==> config.mk <==
export PLATFORM = sky130hd
export DESIGN_NAME = acc_top
export DESIGN_NICKNAME = d
export VERILOG_FILES = /design/src/logic/acc_pkg.sv /design/src/logic/acc_pre_if.sv /design/src/logic/acc_top.sv /design/src/logic/acc_prescaler.sv
export SDC_FILE = /design/constraint.sdc
export NUM_CORES = 1
export LEC_CHECK = 0
export BUFFER_PORTS_ARGS = -buffer_cell sky130_fd_sc_hd__buf_2
export CAP_MARGIN = 25
export CORE_MARGIN = 3
export CORE_UTILIZATION = 35
export CTS_CLUSTER_SIZE = 14
export DETAILED_ROUTE_END_ITERATION = 6
export PLACE_DENSITY_LB_ADDON = 0.12
export SLEW_MARGIN = 20
export SYNTH_ARGS = -nofsm -noshare
export SYNTH_HDL_FRONTEND = slang
export SYNTH_HIERARCHICAL = 1
export SYNTH_SLANG_ARGS = --single-unit
==> constraint.sdc <==
create_clock -name sys_clk -period 2.9 [get_ports sys_clk]
set_input_delay 0 -clock sys_clk [delete_from_list [all_inputs] [get_ports sys_clk]]
set_output_delay 0 -clock sys_clk [all_outputs]
set_load 0.03 [all_outputs]
==> src/logic/acc_pkg.sv <==
// constants for the converter control block
package acc_pkg;
    // ----------------------------------------
    // register word indices
    // ----------------------------------------
    localparam logic [2:0] IDX_RES_LO = 3'h0; // result low byte
    localparam logic [2:0] IDX_RES_HI = 3'h1; // result high byte
    localparam logic [2:0] IDX_CTRL_A = 3'h2; // converter_ctrl_a
    localparam logic [2:0] IDX_CTRL_B = 3'h3; // converter_ctrl_b
    localparam logic [2:0] IDX_INSEL  = 3'h4; // input_select_reg
    localparam logic [2:0] IDX_PWR    = 3'h5; // power_reduction_reg0
    // ----------------------------------------
    // field positions
    // ----------------------------------------
    localparam int A_EN    = 7; // converter_enable
    localparam int A_START = 6; // start_conversion
    localparam int A_AUTO  = 5; // auto_trigger_enable
    localparam int A_FLAG  = 4; // conversion_complete_flag
    localparam int A_IE    = 3; // interrupt enable
    localparam int B_MUX5  = 3; // channel_select bit 5
    localparam int I_REF   = 6; // reference_select lsb
    localparam int I_LADJ  = 5; // left_adjust
    localparam int P_PRED  = 0; // converter_power_reduction
    // ----------------------------------------
    // reset values and timing counts
    // ----------------------------------------
    localparam logic       PWR_RST     = 1'h0; // power reduction off
    localparam logic [4:0] CONV_NORMAL = 5'h0d; // 13 converter ticks
    localparam logic [4:0] CONV_FIRST  = 5'h19; // 25 converter ticks
    localparam logic [2:0] TS_FREE     = 3'h0; // own flag as trigger
    localparam logic [5:0] CH_BANDGAP  = 6'h1e; // fixed bandgap input
    localparam logic [5:0] CH_GROUND   = 6'h1f; // ground input
    // ----------------------------------------
    // conversion phases
    // ----------------------------------------
    typedef enum logic {ACC_IDLE, ACC_RUN} acc_phase_type;
endpackage

==> src/logic/acc_pre_if.sv <==
// interface between control core and converter prescaler
`timescale 1ns/1ps
interface acc_pre_if;
    logic       run;     // converter enabled
    logic       restart; // trigger reset of the divider
    logic [2:0] sel;     // prescaler_select
    logic       tick;    // one converter clock step
    modport ctrl (output run, output restart, output sel, input tick);
    modport pre  (input run, input restart, input sel, output tick);
endinterface

==> src/logic/acc_top.sv <==
// converter control: registers, result lock, triggering, sequencing
//
// The register addresses and the Avalon-MM slave port were decided locally.
`timescale 1ns/1ps
module acc_top
    import acc_pkg::*;
(
    // clock and reset
    input  wire logic        sys_clk,
    input  wire logic        reset_n,
    // avalon slave, word addressed
    input  wire logic [2:0]  avs_address,
    input  wire logic        avs_read,
    input  wire logic        avs_write,
    input  wire logic [31:0] avs_writedata,
    output logic      [31:0] avs_readdata,
    output logic             avs_waitrequest,
    // trigger sources, bit 0 unused
    input  wire logic [7:0]  trig_in,
    // interrupt line and vector service
    output logic             conv_irq,
    input  wire logic        irq_ack,
    // analog core side
    input  wire logic [9:0]  core_result,
    output logic             core_enable,
    output logic             core_sample,
    output logic      [5:0]  core_channel,
    output logic      [1:0]  core_reference,
    output logic             core_amp_bypass
);
    // ----------------------------------------
    // state
    // ----------------------------------------
    typedef struct packed {
        acc_phase_type ph;        // idle or converting
        logic          en;        // converter_enable
        logic          pend;      // start waiting for tick
        logic          auto_en;   // auto_trigger_enable
        logic          flag;      // conversion_complete_flag
        logic          ie;        // interrupt enable
        logic [2:0]    ps;        // prescaler_select
        logic [2:0]    tsel;      // trigger_select
        logic          mux5;      // channel_select bit 5
        logic [1:0]    refs;      // reference_select
        logic          ladj;      // left_adjust
        logic [4:0]    channel_select;       // channel_select low bits
        logic          pwr;       // converter_power_reduction
        logic          lock;      // data bytes blocked
        logic [9:0]    res;       // stored result
        logic [5:0]    act_ch;    // channel given to the core
        logic [1:0]    act_ref;   // reference given to the core
        logic [4:0]    cnt;       // ticks left in conversion
        logic          first;     // next conversion is the long one
        logic          trig_prev; // trigger level last cycle
        logic          ack;       // bus answer cycle
        logic [7:0]    rdata;     // read data
        logic          sample;    // sample pulse to the core
        logic [9:0]    smp_meta;  // result sync stage one
        logic [9:0]    smp_sync;  // result sync stage two
    } acc_state_type;

    acc_state_type s_r;      // registered state
    acc_state_type s_nxt;    // next state
    logic          req;      // bus request present
    logic          take;     // request completes this edge
    logic          eff_en;   // enabled and powered
    logic          trig_now; // selected trigger level
    logic          trig_go;  // accepted trigger edge
    logic          free_run; // own flag as trigger
    logic          done;     // conversion completes this edge
    logic [4:0]    load;     // tick count of a new conversion
    logic [7:0]    ctrl_a_view; // control word as software reads it

    acc_pre_if     pif ();   // prescaler link

    // single ended codes bypass the gain stage
    function automatic logic single_ended(input logic [5:0] ch);
        return (ch[4:3] == 2'h0) || (ch == CH_BANDGAP) || (ch == CH_GROUND);
    endfunction

    // register read value, alignment applied on the way out
    function automatic logic [7:0] rd_val(input logic [2:0] a,
                                          input acc_state_type s);
        logic [7:0] v;
        v = 8'h00;
        case (a)
            IDX_RES_LO: v = s.ladj ? {s.res[1:0], 6'h00} : s.res[7:0];
            IDX_RES_HI: v = s.ladj ? s.res[9:2] : {6'h00, s.res[9:8]};
            IDX_CTRL_A: v = {s.en, (s.pend | (s.ph == ACC_RUN)), s.auto_en,
                             s.flag, s.ie, s.ps};
            IDX_CTRL_B: v = {4'h0, s.mux5, s.tsel};
            IDX_INSEL:  v = {s.refs, s.ladj, s.channel_select};
            IDX_PWR:    v = {7'h00, s.pwr};
            default:    v = 8'h00; // unmapped reads zero
        endcase
        return v;
    endfunction

    // ----------------------------------------
    // prescaler
    // ----------------------------------------
    assign pif.run     = eff_en;
    assign pif.restart = trig_go;
    assign pif.sel     = s_r.ps;

    acc_prescaler u_pre (
        .sys_clk (sys_clk),
        .reset_n (reset_n),
        .pif     (pif)
    );

    // ----------------------------------------
    // decode of bus and events
    // ----------------------------------------
    // one wait cycle per access keeps read data registered
    assign req      = avs_read | avs_write;
    assign take     = req & s_r.ack;
    assign eff_en   = s_r.en & ~s_r.pwr;
    assign free_run = s_r.auto_en & (s_r.tsel == TS_FREE);
    assign trig_now = (s_r.tsel == TS_FREE) ? 1'b0 : trig_in[s_r.tsel];
    // only a fresh edge on the selected input, in idle, fires a trigger
    assign trig_go  = eff_en & s_r.auto_en & (s_r.ph == ACC_IDLE)
                    & trig_now & ~s_r.trig_prev;
    assign done     = (s_r.ph == ACC_RUN) & pif.tick & (s_r.cnt == 5'h01);
    assign load     = s_r.first ? CONV_FIRST : CONV_NORMAL;

    // ----------------------------------------
    // next state
    // ----------------------------------------
    always_comb
    begin
        s_nxt           = s_r;
        s_nxt.ack       = req & ~s_r.ack;
        s_nxt.sample    = 1'b0;
        s_nxt.trig_prev = trig_now;
        s_nxt.smp_meta  = core_result;
        s_nxt.smp_sync  = s_r.smp_meta;
        if (req && !s_r.ack)
        begin
            s_nxt.rdata = rd_val(avs_address, s_r);
        end
        // vector service clears the flag; a same-cycle set wins below
        if (irq_ack)
        begin
            s_nxt.flag = 1'b0;
        end
        // register writes
        if (take && avs_write)
        begin
            case (avs_address)
                IDX_CTRL_A:
                begin
                    s_nxt.en      = avs_writedata[A_EN];
                    s_nxt.auto_en = avs_writedata[A_AUTO];
                    s_nxt.ie      = avs_writedata[A_IE];
                    s_nxt.ps      = avs_writedata[2:0];
                    if (avs_writedata[A_FLAG])
                    begin
                        s_nxt.flag = 1'b0;
                    end
                    // start held until the next converter tick
                    if (avs_writedata[A_START] && avs_writedata[A_EN]
                        && !s_r.pwr && s_r.ph == ACC_IDLE)
                    begin
                        s_nxt.pend = 1'b1;
                    end
                    if (!avs_writedata[A_EN])
                    begin
                        s_nxt.pend = 1'b0;
                    end
                end
                IDX_CTRL_B:
                begin
                    s_nxt.mux5 = avs_writedata[B_MUX5];
                    s_nxt.tsel = avs_writedata[2:0];
                end
                IDX_INSEL:
                begin
                    s_nxt.refs = avs_writedata[I_REF +: 2];
                    s_nxt.ladj = avs_writedata[I_LADJ];
                    s_nxt.channel_select  = avs_writedata[4:0];
                end
                IDX_PWR:
                begin
                    s_nxt.pwr = avs_writedata[P_PRED];
                end
                default:
                begin
                    s_nxt.pwr = s_nxt.pwr; // unmapped writes ignored
                end
            endcase
        end
        // result byte reads drive the lock
        if (take && avs_read && avs_address == IDX_RES_LO)
        begin
            s_nxt.lock = 1'b1;
        end
        if (take && avs_read && avs_address == IDX_RES_HI)
        begin
            s_nxt.lock = 1'b0;
        end
        // selections follow the registers only while enabled, when idle or on the completing edge
        if (eff_en && (s_r.ph == ACC_IDLE || done))
        begin
            s_nxt.act_ch  = {s_r.mux5, s_r.channel_select};
            s_nxt.act_ref = s_r.refs;
        end
        // conversion sequencer
        if (!eff_en)
        begin
            s_nxt.ph    = ACC_IDLE;
            // a start written together with enable survives
            s_nxt.pend  = s_nxt.pend & s_nxt.en & ~s_nxt.pwr;
            s_nxt.cnt   = 5'h00;
            s_nxt.first = 1'b1; // next enable pays the long start
        end
        else if (s_r.ph == ACC_IDLE)
        begin
            if (trig_go || (s_r.pend && pif.tick))
            begin
                s_nxt.ph     = ACC_RUN;
                s_nxt.pend   = 1'b0;
                s_nxt.cnt    = load;
                s_nxt.first  = 1'b0;
                s_nxt.sample = 1'b1;
            end
        end
        else if (pif.tick)
        begin
            s_nxt.cnt = s_r.cnt - 5'h01;
            if (done)
            begin
                // lost result still raises the flag
                s_nxt.flag = 1'b1;
                // a low byte read in flight also blocks, or the pair splits
                if (!s_r.lock && !(avs_read && avs_address == IDX_RES_LO))
                begin
                    s_nxt.res = s_r.smp_sync;
                end
                if (free_run)
                begin
                    s_nxt.cnt    = CONV_NORMAL;
                    s_nxt.sample = 1'b1;
                end
                else
                begin
                    s_nxt.ph = ACC_IDLE;
                end
            end
        end
    end

    // state register
    always_ff @(posedge sys_clk)
    begin
        if (!reset_n)
        begin
            s_r     <= '0;
            s_r.pwr <= PWR_RST;
        end
        else
        begin
            s_r <= s_nxt;
        end
    end

    // ----------------------------------------
    // outputs
    // ----------------------------------------
    assign avs_readdata    = {24'h000000, s_r.rdata};
    assign avs_waitrequest = req & ~s_r.ack;
    assign conv_irq        = s_r.flag & s_r.ie;
    assign core_enable     = eff_en;
    assign core_sample     = s_r.sample;
    assign core_channel    = s_r.act_ch;
    assign core_reference  = s_r.act_ref;
    assign core_amp_bypass = single_ended(s_r.act_ch);

    assign ctrl_a_view = rd_val(IDX_CTRL_A, s_r);
endmodule

==> src/logic/acc_prescaler.sv <==
// converter clock prescaler, emits one tick per divided period
`timescale 1ns/1ps
module acc_prescaler
    import acc_pkg::*;
(
    // clock and reset
    input  wire logic sys_clk,
    input  wire logic reset_n,
    // control side
    acc_pre_if.pre    pif
);
    // ----------------------------------------
    // state
    // ----------------------------------------
    typedef struct packed {
        logic [6:0] cnt; // divider count
    } acc_pre_type;
    acc_pre_type s_r;   // registered state
    acc_pre_type s_nxt; // next state
    logic [6:0]  term;  // last count of a period

    // divisor is two to the select, select zero also halves
    function automatic logic [6:0] last_count(input logic [2:0] sel);
        logic [7:0] div;
        div = 8'h01 << ((sel == 3'h0) ? 3'h1 : sel);
        return 7'(div - 8'h01);
    endfunction

    // ----------------------------------------
    // divider
    // ----------------------------------------
    assign term     = last_count(pif.sel);
    assign pif.tick = pif.run & ~pif.restart & (s_r.cnt == term);

    // held at zero while disabled, restarted by a trigger
    always_comb
    begin
        s_nxt = s_r;
        if (!pif.run || pif.restart || pif.tick)
        begin
            s_nxt.cnt = 7'h00;
        end
        else
        begin
            s_nxt.cnt = s_r.cnt + 7'h01;
        end
    end

    // state register
    always_ff @(posedge sys_clk)
    begin
        if (!reset_n)
        begin
            s_r <= '0;
        end
        else
        begin
            s_r <= s_nxt;
        end
    end
endmodule

# After elaboration in Yosys (flattened, before gate mapping)
# Cells that the tools add are included.
# classes
bitwise_logic	24
n_mux	39
n_reduce_logical	37
n_shift	1
n_eq_ne	12
magnitude_cmp	1
add_sub_neg	3
# ops
cell	count
$pmux W8 S6	1
$mux W8	4
$mux W5	5
$mux W1	24
$mux W21	1
$and A1 B1 Y1	15
$eq A6 B5 Y1 const B	2
$logic_and A1 B1 Y1	12
$reduce_and A2 Y1	6
$logic_not A3 Y1	3
$add A7 B1 Y7 const B	1
$eq A7 B7 Y1	1
$not A1 Y1	7
$shl A1 B3 Y7 const A	1
$sub A7 B1 Y7 const B	1
$eq A3 B2 Y1 const B	2
$eq A3 B3 Y1 const B	2
$logic_or A1 B1 Y1	6
$mux W6	1
$eq A5 B1 Y1 const B	1
$logic_not A1 Y1	5
$reduce_and A5 Y1	1
$sub A5 B1 Y5 const B	1
$lt A3 B4 Y1 const B	1
other kinds (10)	13
# totals
ff_bits	85
output_inout_bits	45
wordCells	143
in_bits	58

# Longest topological paths before layout
# Gate-level depths: netlist of run 1.
# depth
word_depth	15
mapped_depth	12
depth_no_buf	10

# Cells and area by module
# The synthesis of run 1 kept the hierarchy.
# by_module_without_submodules
module	seq_area_each_um2	area_each_um2	instances	cells_each
acc_top	1561.5	3609.7	1	395
acc_prescaler	140.1	462.9	1	52

# Worst setup path after synthesis of run 1
# Ideal clock, no wire load.
# synth_path
kind	reg-to-reg
start	register s_r, in the netlist pif.sel[2]
end	register s_r[45] in the netlist's numbering
stages_incl_launch_ff	13
path_slack_ns	-0.183
required_time_ns	2.772
synth_period_minus_slack_ns	3.083
setup_time_ns	0.128
n_path_buf	2
t_arrival_ns	2.955
cell_sequence	dfxtp_1 clkbuf_2 or2_2 ha_1 xnor2_1 o211ai_1 a221oi_4 and3b_1 nand3_1 or4_1 buf_4 mux2i_1 nor2_1
# synth_via
elab_chain_len	9
# synth_rtl
element	line	source
from (decl)	acc_top.sv:62	acc_state_type s_r;
from (signal assigned)	acc_top.sv:263	s_r <= s_nxt;
$logic_not A3 Y1	acc_prescaler.sv:25	div = 8'h01 << ((sel == 3'h0) ? 3'h1 : sel);
$mux W3 (*)	acc_prescaler.sv:25	
$shl A1 B3 Y7 (*)	acc_prescaler.sv:25	
$sub A7 B1 Y7 (*)	acc_prescaler.sv:26	return 7'(div - 8'h01);
$eq A7 B7 Y1 (*)	acc_prescaler.sv:33	assign pif.tick = pif.run & ~pif.restart & (s_r.cnt == term);
$and A1 B1 Y1 (*)	acc_prescaler.sv:33	
via pif.tick	acc_pre_if.sv:7	logic tick;
$and A1 B1 Y1 (2 in series)	acc_top.sv:124	assign done = (s_r.ph == ACC_RUN) & pif.tick & (s_r.cnt == 5'h01);
$reduce_and A5 Y1 (no line) (*)	--	
# The timed path passes the listed nets; every way through them passes the cells marked *.
# A chain may end at the register's enable or synchronous reset.

# Worst setup path after layout of run 1
# layout_path
start	register s_r, in the netlist pif.sel[1]
end	register s_r[50] in the netlist's numbering
# The elaborated chain is that of the path after synthesis.

==> results of run 1 <==
==> synth_stat cells, types with 2 or more instances <==
| cell type | count | share of area |
|---|---|---|
| buf_2 | 3 | 0.0037 |
| and3_1 | 4 | 0.0061 |
| mux2i_1 | 43 | 0.11 |
| nor4b_1 | 3 | 0.0065 |
| o211ai_1 | 3 | 0.0055 |
| o32a_1 | 2 | 0.0049 |
| nand2_1 | 20 | 0.018 |
| and2b_1 | 2 | 0.0037 |
| nand3b_1 | 3 | 0.0055 |
| nor3_1 | 11 | 0.014 |
| xor2_1 | 4 | 0.0086 |
| inv_1 | 9 | 0.0083 |
| a31oi_1 | 6 | 0.0092 |
| dfxtp_1 | 85 | 0.42 |
| conb_1 | 2 | 0.0018 |
| o21ai_0 | 17 | 0.021 |
| or4_1 | 2 | 0.0037 |
| nand2b_1 | 4 | 0.0061 |
| a2bb2oi_1 | 3 | 0.0065 |
| mux2_2 | 3 | 0.0083 |
| o21a_1 | 2 | 0.0037 |
| o22ai_1 | 2 | 0.0031 |
| a22oi_1 | 3 | 0.0055 |
| nor2_1 | 58 | 0.053 |
| and2_1 | 21 | 0.032 |
| xnor2_1 | 6 | 0.013 |
| nor3b_1 | 9 | 0.017 |
| ha_1 | 4 | 0.012 |
| nand3_1 | 9 | 0.011 |
| a21oi_1 | 16 | 0.020 |
| buf_1 | 2 | 0.0018 |
| nand4_1 | 5 | 0.0077 |
| clkbuf_1 | 14 | 0.013 |
| o2bb2ai_1 | 2 | 0.0043 |
| nor4b_2 | 2 | 0.0074 |
| nor2b_1 | 2 | 0.0031 |
| buf_4 | 41 | 0.076 |
| a211oi_1 | 2 | 0.0037 |
==> how the worst max path moves through the flow <==
stage / startpoint / to / slack [ns] / depth (start not counted)
3_5_place_dp: pif.sel[1] / s_r[50] / 0.17 / 11
6_report: pif.sel[1] / s_r[50] / 0.17 / 11
5_1_grt: pif.sel[1] / s_r[47] / 0.008 / 11
4_1_cts: pif.sel[1] / s_r[50] / 0.14 / 11
2_1_floorplan: pif.sel[2] / s_r[45] / 0.02 / 12
3_3_place_gp: pif.sel[1] / s_r[51] / 0.20 / 11
==> area by class of cell <==
class,count,area [um^2]
clock buffer,11,253
clock inverter,5,65.1
fill,1105,6280
inverter,10,37.5
multi-input combinational,313,2050
sequential,85,1700
tap,140,175
timing repair buffer,86,564
==> where the power goes <==
part	total, W	switching, W	leakage (nW)	internal, W
sequential	0.00120	0.0000121	0.691	0.00119
clock	0.00121	0.000485	0.150	0.000723
combinational	0.000199	0.000131	1.10	0.0000680
==> flip-flops by register name, indices dropped and copies added, names as in the netlist, named ones only <==
name / count
s_nxt: 10
core_sample: 1
core_reference: 2
avs_readdata: 8
s_r: 43
pif.sel: 3
ctrl_a_view: 4
core_channel: 6
u_pre/s_r: 7
==> per-layer routing <==
layer / wire (um) / GRT usage / vias to the layer above / share of wire
met5: 0 / 0 / - / 0
met4: 131 / 0.0396 / 0 / 0.014
met3: 370 / 0.0477 / 10 / 0.039
met2: 4570 / 0.250 / 60 / 0.48
met1: 4370 / 0.191 / 1496 / 0.46
li1: - / - / 1596 / -
==> stage by stage <==
step	power, W	setup slack, ns
6_report	0.00261	0.174
5_1_grt	0.00272	0.00799
4_1_cts	0.00265	0.143
3_5_place_dp	0.00141	0.165
3_3_place_gp	0.00141	0.196
2_1_floorplan	0.00139	0.0231
==> cells by family (layout without fill, tap and decap cells) <==
group	Yosys count	after routing	synth area share
AOI/OAI and AO/OA	68	68	0.116
xor gates and xnor gates	10	10	0.0215
adders and majority gates	4	4	0.0123
buffers and inverters	72	112	0.107
DFF	85	85	0.418
muxes	47	47	0.120
other	2	25	0.00184
and+or+nand+nor	159	159	0.203
==> worst register-to-register path: stages, from the launching register on <==
cell	delay, ns
dfxtp_1	0.30
or2_2	0.33
ha_4	0.18
xnor2_2	0.18
mux2i_1	0.15
a221oi_4	0.27
and3b_2	0.24
nand3_2	0.07
or4_1	0.50
buf_6	0.18
mux2i_1	0.16
nor2_1	0.05
==> timing repair <==
item	4_1_cts	5_1_grt
hold buffers	19	0
setup endpoints to repair	0	3
hold endpoints to repair	31	0
gates resized for setup	0	1
==> results.sh, run 1 <==
export IMPL_tns_ns=0
export IMPL_place_gp_congestion=0.815
export IMPL_tightest_slew_ns=0.882
export IMPL_drt_wirelength_per_cell_um=14.5
export IMPL_rr_worst_depth=11
export IMPL_drtIter0Drc=171
export IMPL_ys_ff_latch=85
export IMPL_fin_crit_sh=0.940
export IMPL_r2r_end="s_r[50]"
export IMPL_final_layout_size_suffix_gt1_frac=0.200
export IMPL_synthDistinctLibCells=56
export IMPL_grt_max_degree=31
export IMPL_maxCapViolCount=0
export IMPL_final_setup_viol_count=0
export IMPL_synthToLayoutAreaGrowth_pct=18.9
export IMPL_final_common_cell="dfxtp_1"
export IMPL_worstPathArrival_ns=2.95
export IMPL_grt_remaining_overflow=0
export IMPL_finalInstanceArea_mm2=0.00484
export IMPL_start_util=0.366
export IMPL_clock_fmax_mhz=367
export IMPL_yosys_warnings=6
export IMPL_final_cell_mix="dfxtp_1 (85), nor2_1 (58), buf_2 (53)"
export IMPL_dr_pass1_iters=4
export IMPL_dp_cells=615
export IMPL_slew_headroom=0.410
export IMPL_cts_sinks=85
export IMPL_cts_setup_buffers=0
export IMPL_synth_edff_count=0
export IMPL_holdCritStartpoint="avs_read"
export IMPL_r2r_start="pif.sel[1]"
export IMPL_holdPathEnd="s_r[55]"
export IMPL_dpl_hpwl_um=6890
export IMPL_cp_slowest_stage_delay_ns=0.50
export IMPL_fin_nets=567
export IMPL_clkLatencyLatePin_ns=0.34
export IMPL_fin_skew_ns=0.00834
export IMPL_yosysSeqAreaShare=0.418
export IMPL_cpMostUsedCell="mux2i_1"
export IMPL_path_buf_inv=1
export IMPL_ios=103
export IMPL_whs_path_depth=3
export IMPL_min_path_type="in -> reg"
export IMPL_fp_dieW_um=114
export IMPL_clk_pin_slew_ns=0.06
export IMPL_vias_per_cell=4.86
export IMPL_slowest_stage="or4_1"
export IMPL_min_period_ns=2.73
export IMPL_cts_tree="built"
export IMPL_place_area_mm2=0.00433
export IMPL_cp_top_family="simple AND/OR/NAND/NOR gates"
export IMPL_path_cells="or2_2, ha_4, xnor2_2, mux2i_1, a221oi_4, and3b_2, nand3_2, or4_1, buf_6, mux2i_1, nor2_1"
export IMPL_maxSlewViolCount=0
export IMPL_worstPathMaxFanout=10
export IMPL_drcViolationCount=0
export IMPL_end_kind="flip-flop"
export IMPL_grt_pass1_wl_um=15400
export IMPL_layoutNonFillerInstCount=650
export IMPL_dieArea_mm2=0.0130
export IMPL_clock_root_buffer="clkbuf_16"
export IMPL_wl_um=9440
export IMPL_numCtsBuffers=9
export IMPL_row_count=38
export IMPL_synth_async_reset_ratio=0
export IMPL_grt_total_usage=0.151
export IMPL_rsz0062_at_grt="false"
export IMPL_r2r_slack_ns=0.17
export IMPL_max_clock_path_buffers=2
export IMPL_avgSynthCellArea_um2=9.11
export IMPL_ant_nets=0
export IMPL_power_density_mw_per_mm2=539
export IMPL_leakagePower_nw=1.94
export IMPL_finalHoldViolCount=0
export IMPL_peakVddDrop_uv=413
export IMPL_synth_cells=447
export IMPL_fin_util=0.435
export IMPL_ys_flop_type="dfxtp_1"
export IMPL_io_buffers=53
export IMPL_grt_antenna_before_repair=0
export IMPL_crit_type="reg -> reg"
export IMPL_status="finished, final reports clean"
export IMPL_critical_path_required_ns=3.12
export IMPL_die_y_um=114
export IMPL_hold_worst_slack_ns=0.0433
export IMPL_worstSetupStartpointType="flip-flop"
export IMPL_first_global_vias=2986
export IMPL_dr_total_vias=3162
export IMPL_synthesis_area_mm2=0.00407
export IMPL_core_area_mm2=0.0111
export IMPL_diodes=0
export IMPL_h_tree_depth=3
Note: power is estimated with default switching activity, not from simulation.
==> inputs of run 2 (changes only) <==
Clock period 2.9 ns to 3.04 ns, I/O delays scaled along.
==> results.sh, run 2 (synthesis results as in run 1) <==
export IMPL_largest_reg_flops=43
export IMPL_cts_tree="built"
export IMPL_max_clock_path_buffers=2
export IMPL_io_buffers=53
export IMPL_slowest_stage="or4_1"
export IMPL_path_cells="or2_2, ha_1, xnor2_2, mux2i_1, a221oi_4, and3b_2, nand3_1, or4_1, buf_4, mux2i_1, nor2_1"
export IMPL_fin_crit_sh=0.931
export IMPL_finalInstanceArea_mm2=0.00479
export IMPL_leakagePower_nw=1.92
export IMPL_maxCapViolCount=0
export IMPL_rsz0062_at_grt="false"
export IMPL_worstPathMaxFanout=10
export IMPL_power_w=0.00246
export IMPL_worstPathArrival_ns=3.04
export IMPL_fin_skew_ns=0.00668
export IMPL_cts_sinks=85
export IMPL_whs_path_depth=3
export IMPL_numCtsBuffers=9
export IMPL_clkLatencyLatePin_ns=0.34
export IMPL_diodes=0
export IMPL_power_density_mw_per_mm2=513
export IMPL_core_area_mm2=0.0111
export IMPL_row_count=38
export IMPL_tns_ns=0
export IMPL_multi_input_area_mm2=0.00203
export IMPL_slew_headroom=0.418
export IMPL_drtIter0Drc=169
export IMPL_cp_slowest_stage_delay_ns=0.55
export IMPL_dieArea_mm2=0.0130
export IMPL_place_gp_congestion=0.854
export IMPL_register_area_mm2=0.00170
export IMPL_dp_cells=612
export IMPL_tightest_slew_ns=0.870
export IMPL_crit_type="reg -> reg"
export IMPL_final_common_cell="dfxtp_1"
export IMPL_vias_per_cell=4.84
export IMPL_regMostFlops="s_r"
export IMPL_h_tree_depth=3
export IMPL_layoutNonFillerInstCount=647
export IMPL_grt_remaining_overflow=0
export IMPL_ios=103
export IMPL_min_period_ns=2.83
export IMPL_synthToLayoutAreaGrowth_pct=17.5
export IMPL_final_setup_viol_count=0
export IMPL_final_cell_mix="dfxtp_1 (85), nor2_1 (58), buf_2 (53)"
export IMPL_drcViolationCount=0
export IMPL_grt_antenna_before_repair=0
export IMPL_min_path_type="in -> reg"
export IMPL_cpMostUsedCell="mux2i_1"
export IMPL_hold_worst_slack_ns=0.0385
export IMPL_fp_dieW_um=114
export IMPL_holdPathEnd="s_r[55]"
export IMPL_clock_fmax_mhz=353
export IMPL_grt_total_usage=0.147
export IMPL_first_global_vias=3110
export IMPL_ant_nets=0
export IMPL_grt_pass1_wl_um=15300
export IMPL_start_util=0.366
export IMPL_status="finished, final reports clean"
export IMPL_dr_pass1_iters=4
export IMPL_clk_pin_slew_ns=0.06
export IMPL_rr_worst_depth=11
export IMPL_drt_wirelength_per_cell_um=14.1
export IMPL_r2r_slack_ns=0.21
export IMPL_r2r_end="s_r[47]"
export IMPL_worstSetupStartpointType="flip-flop"
export IMPL_wl_um=9130
export IMPL_fin_nets=564
export IMPL_end_kind="flip-flop"
export IMPL_finalHoldViolCount=0
export IMPL_maxSlewViolCount=0
export IMPL_place_area_mm2=0.00428
export IMPL_dpl_hpwl_um=6640
export IMPL_dr_total_vias=3130
export IMPL_grt_max_degree=46
export IMPL_r2r_start="pif.sel[1]"
export IMPL_clock_root_buffer="clkbuf_16"
export IMPL_peakVddDrop_uv=474
export IMPL_critical_path_required_ns=3.25
export IMPL_holdCritStartpoint="avs_read"
export IMPL_final_layout_size_suffix_gt1_frac=0.191
export IMPL_die_y_um=114
export IMPL_n_fill_cell=1166
[run 2: cell count changes in the layout (fill, tap and decap cells not counted), sizes merged]
cell / before / now
clkinv: 0 / 1
inv: 12 / 14
clkinvlp: 2 / 1
buf: 67 / 64
clkbuf: 11 / 9
[run 2: how the worst max path moves through the flow]
stage | from | endpoint | cells after the start
after floorplan | pif.sel[2] | s_r[45] | 12
after global placement | pif.sel[1] | s_r[54] | 11
after detailed placement | pif.sel[1] | s_r[52] | 11
after CTS | pif.sel[1] | s_r[54] | 11
after global routing | pif.sel[1] | s_r[48] | 11
final | pif.sel[1] | s_r[47] | 11
[run 2: critical path: cells and delay by family (launching register included)]
| family | cells | cell delay (ns) |
|---|---|---|
| simple gates | 5 | 1.24 |
| mux | 2 | 0.32 |
| flops | 1 | 0.31 |
| compound gates | 1 | 0.27 |
| buf+inv | 1 | 0.22 |
| fa+ha+maj | 1 | 0.21 |
| xor+xnor | 1 | 0.15 |
[run 2: final cells by class]
type | instances | area share
multi-input cells | 313 | 0.424
flip-flops and latches | 85 | 0.355
repair buffers | 83 | 0.112
clock buffers | 9 | 0.0470
well taps | 140 | 0.0366
clock inverters | 7 | 0.0167
inverters | 10 | 0.00784
[run 2: metrics by stage]
stage / util / worst slack [ns]
finish: 0.430 / 0.210
global route: 0.430 / 0.0539
floorplan: - / 0.00307
global placement: 0.385 / 0.156
detailed placement: 0.385 / 0.143
CTS: 0.430 / 0.130
[run 2: report_power, final]
group	internal, W	switching (W)
Sequential	0.00114	0.0000113
Clock	0.000649	0.000471
Combinational	0.0000632	0.000123
Total	0.00185	0.000606
[run 2: per-layer routing]
metal,GRT usage,share of wire,vias to the layer above
met5,0,0,-
met4,0.0562,0.029,0
met3,0.0393,0.037,21
met2,0.254,0.50,57
met1,0.174,0.44,1447
li1,-,-,1605
[run 2: repair_timing]
action	in CTS	in global routing
buffers inserted	0	0
endpoints found under the hold margin	30	0
hold buffers	19	0
setup endpoints to repair	0	3
gates resized for setup	0	1
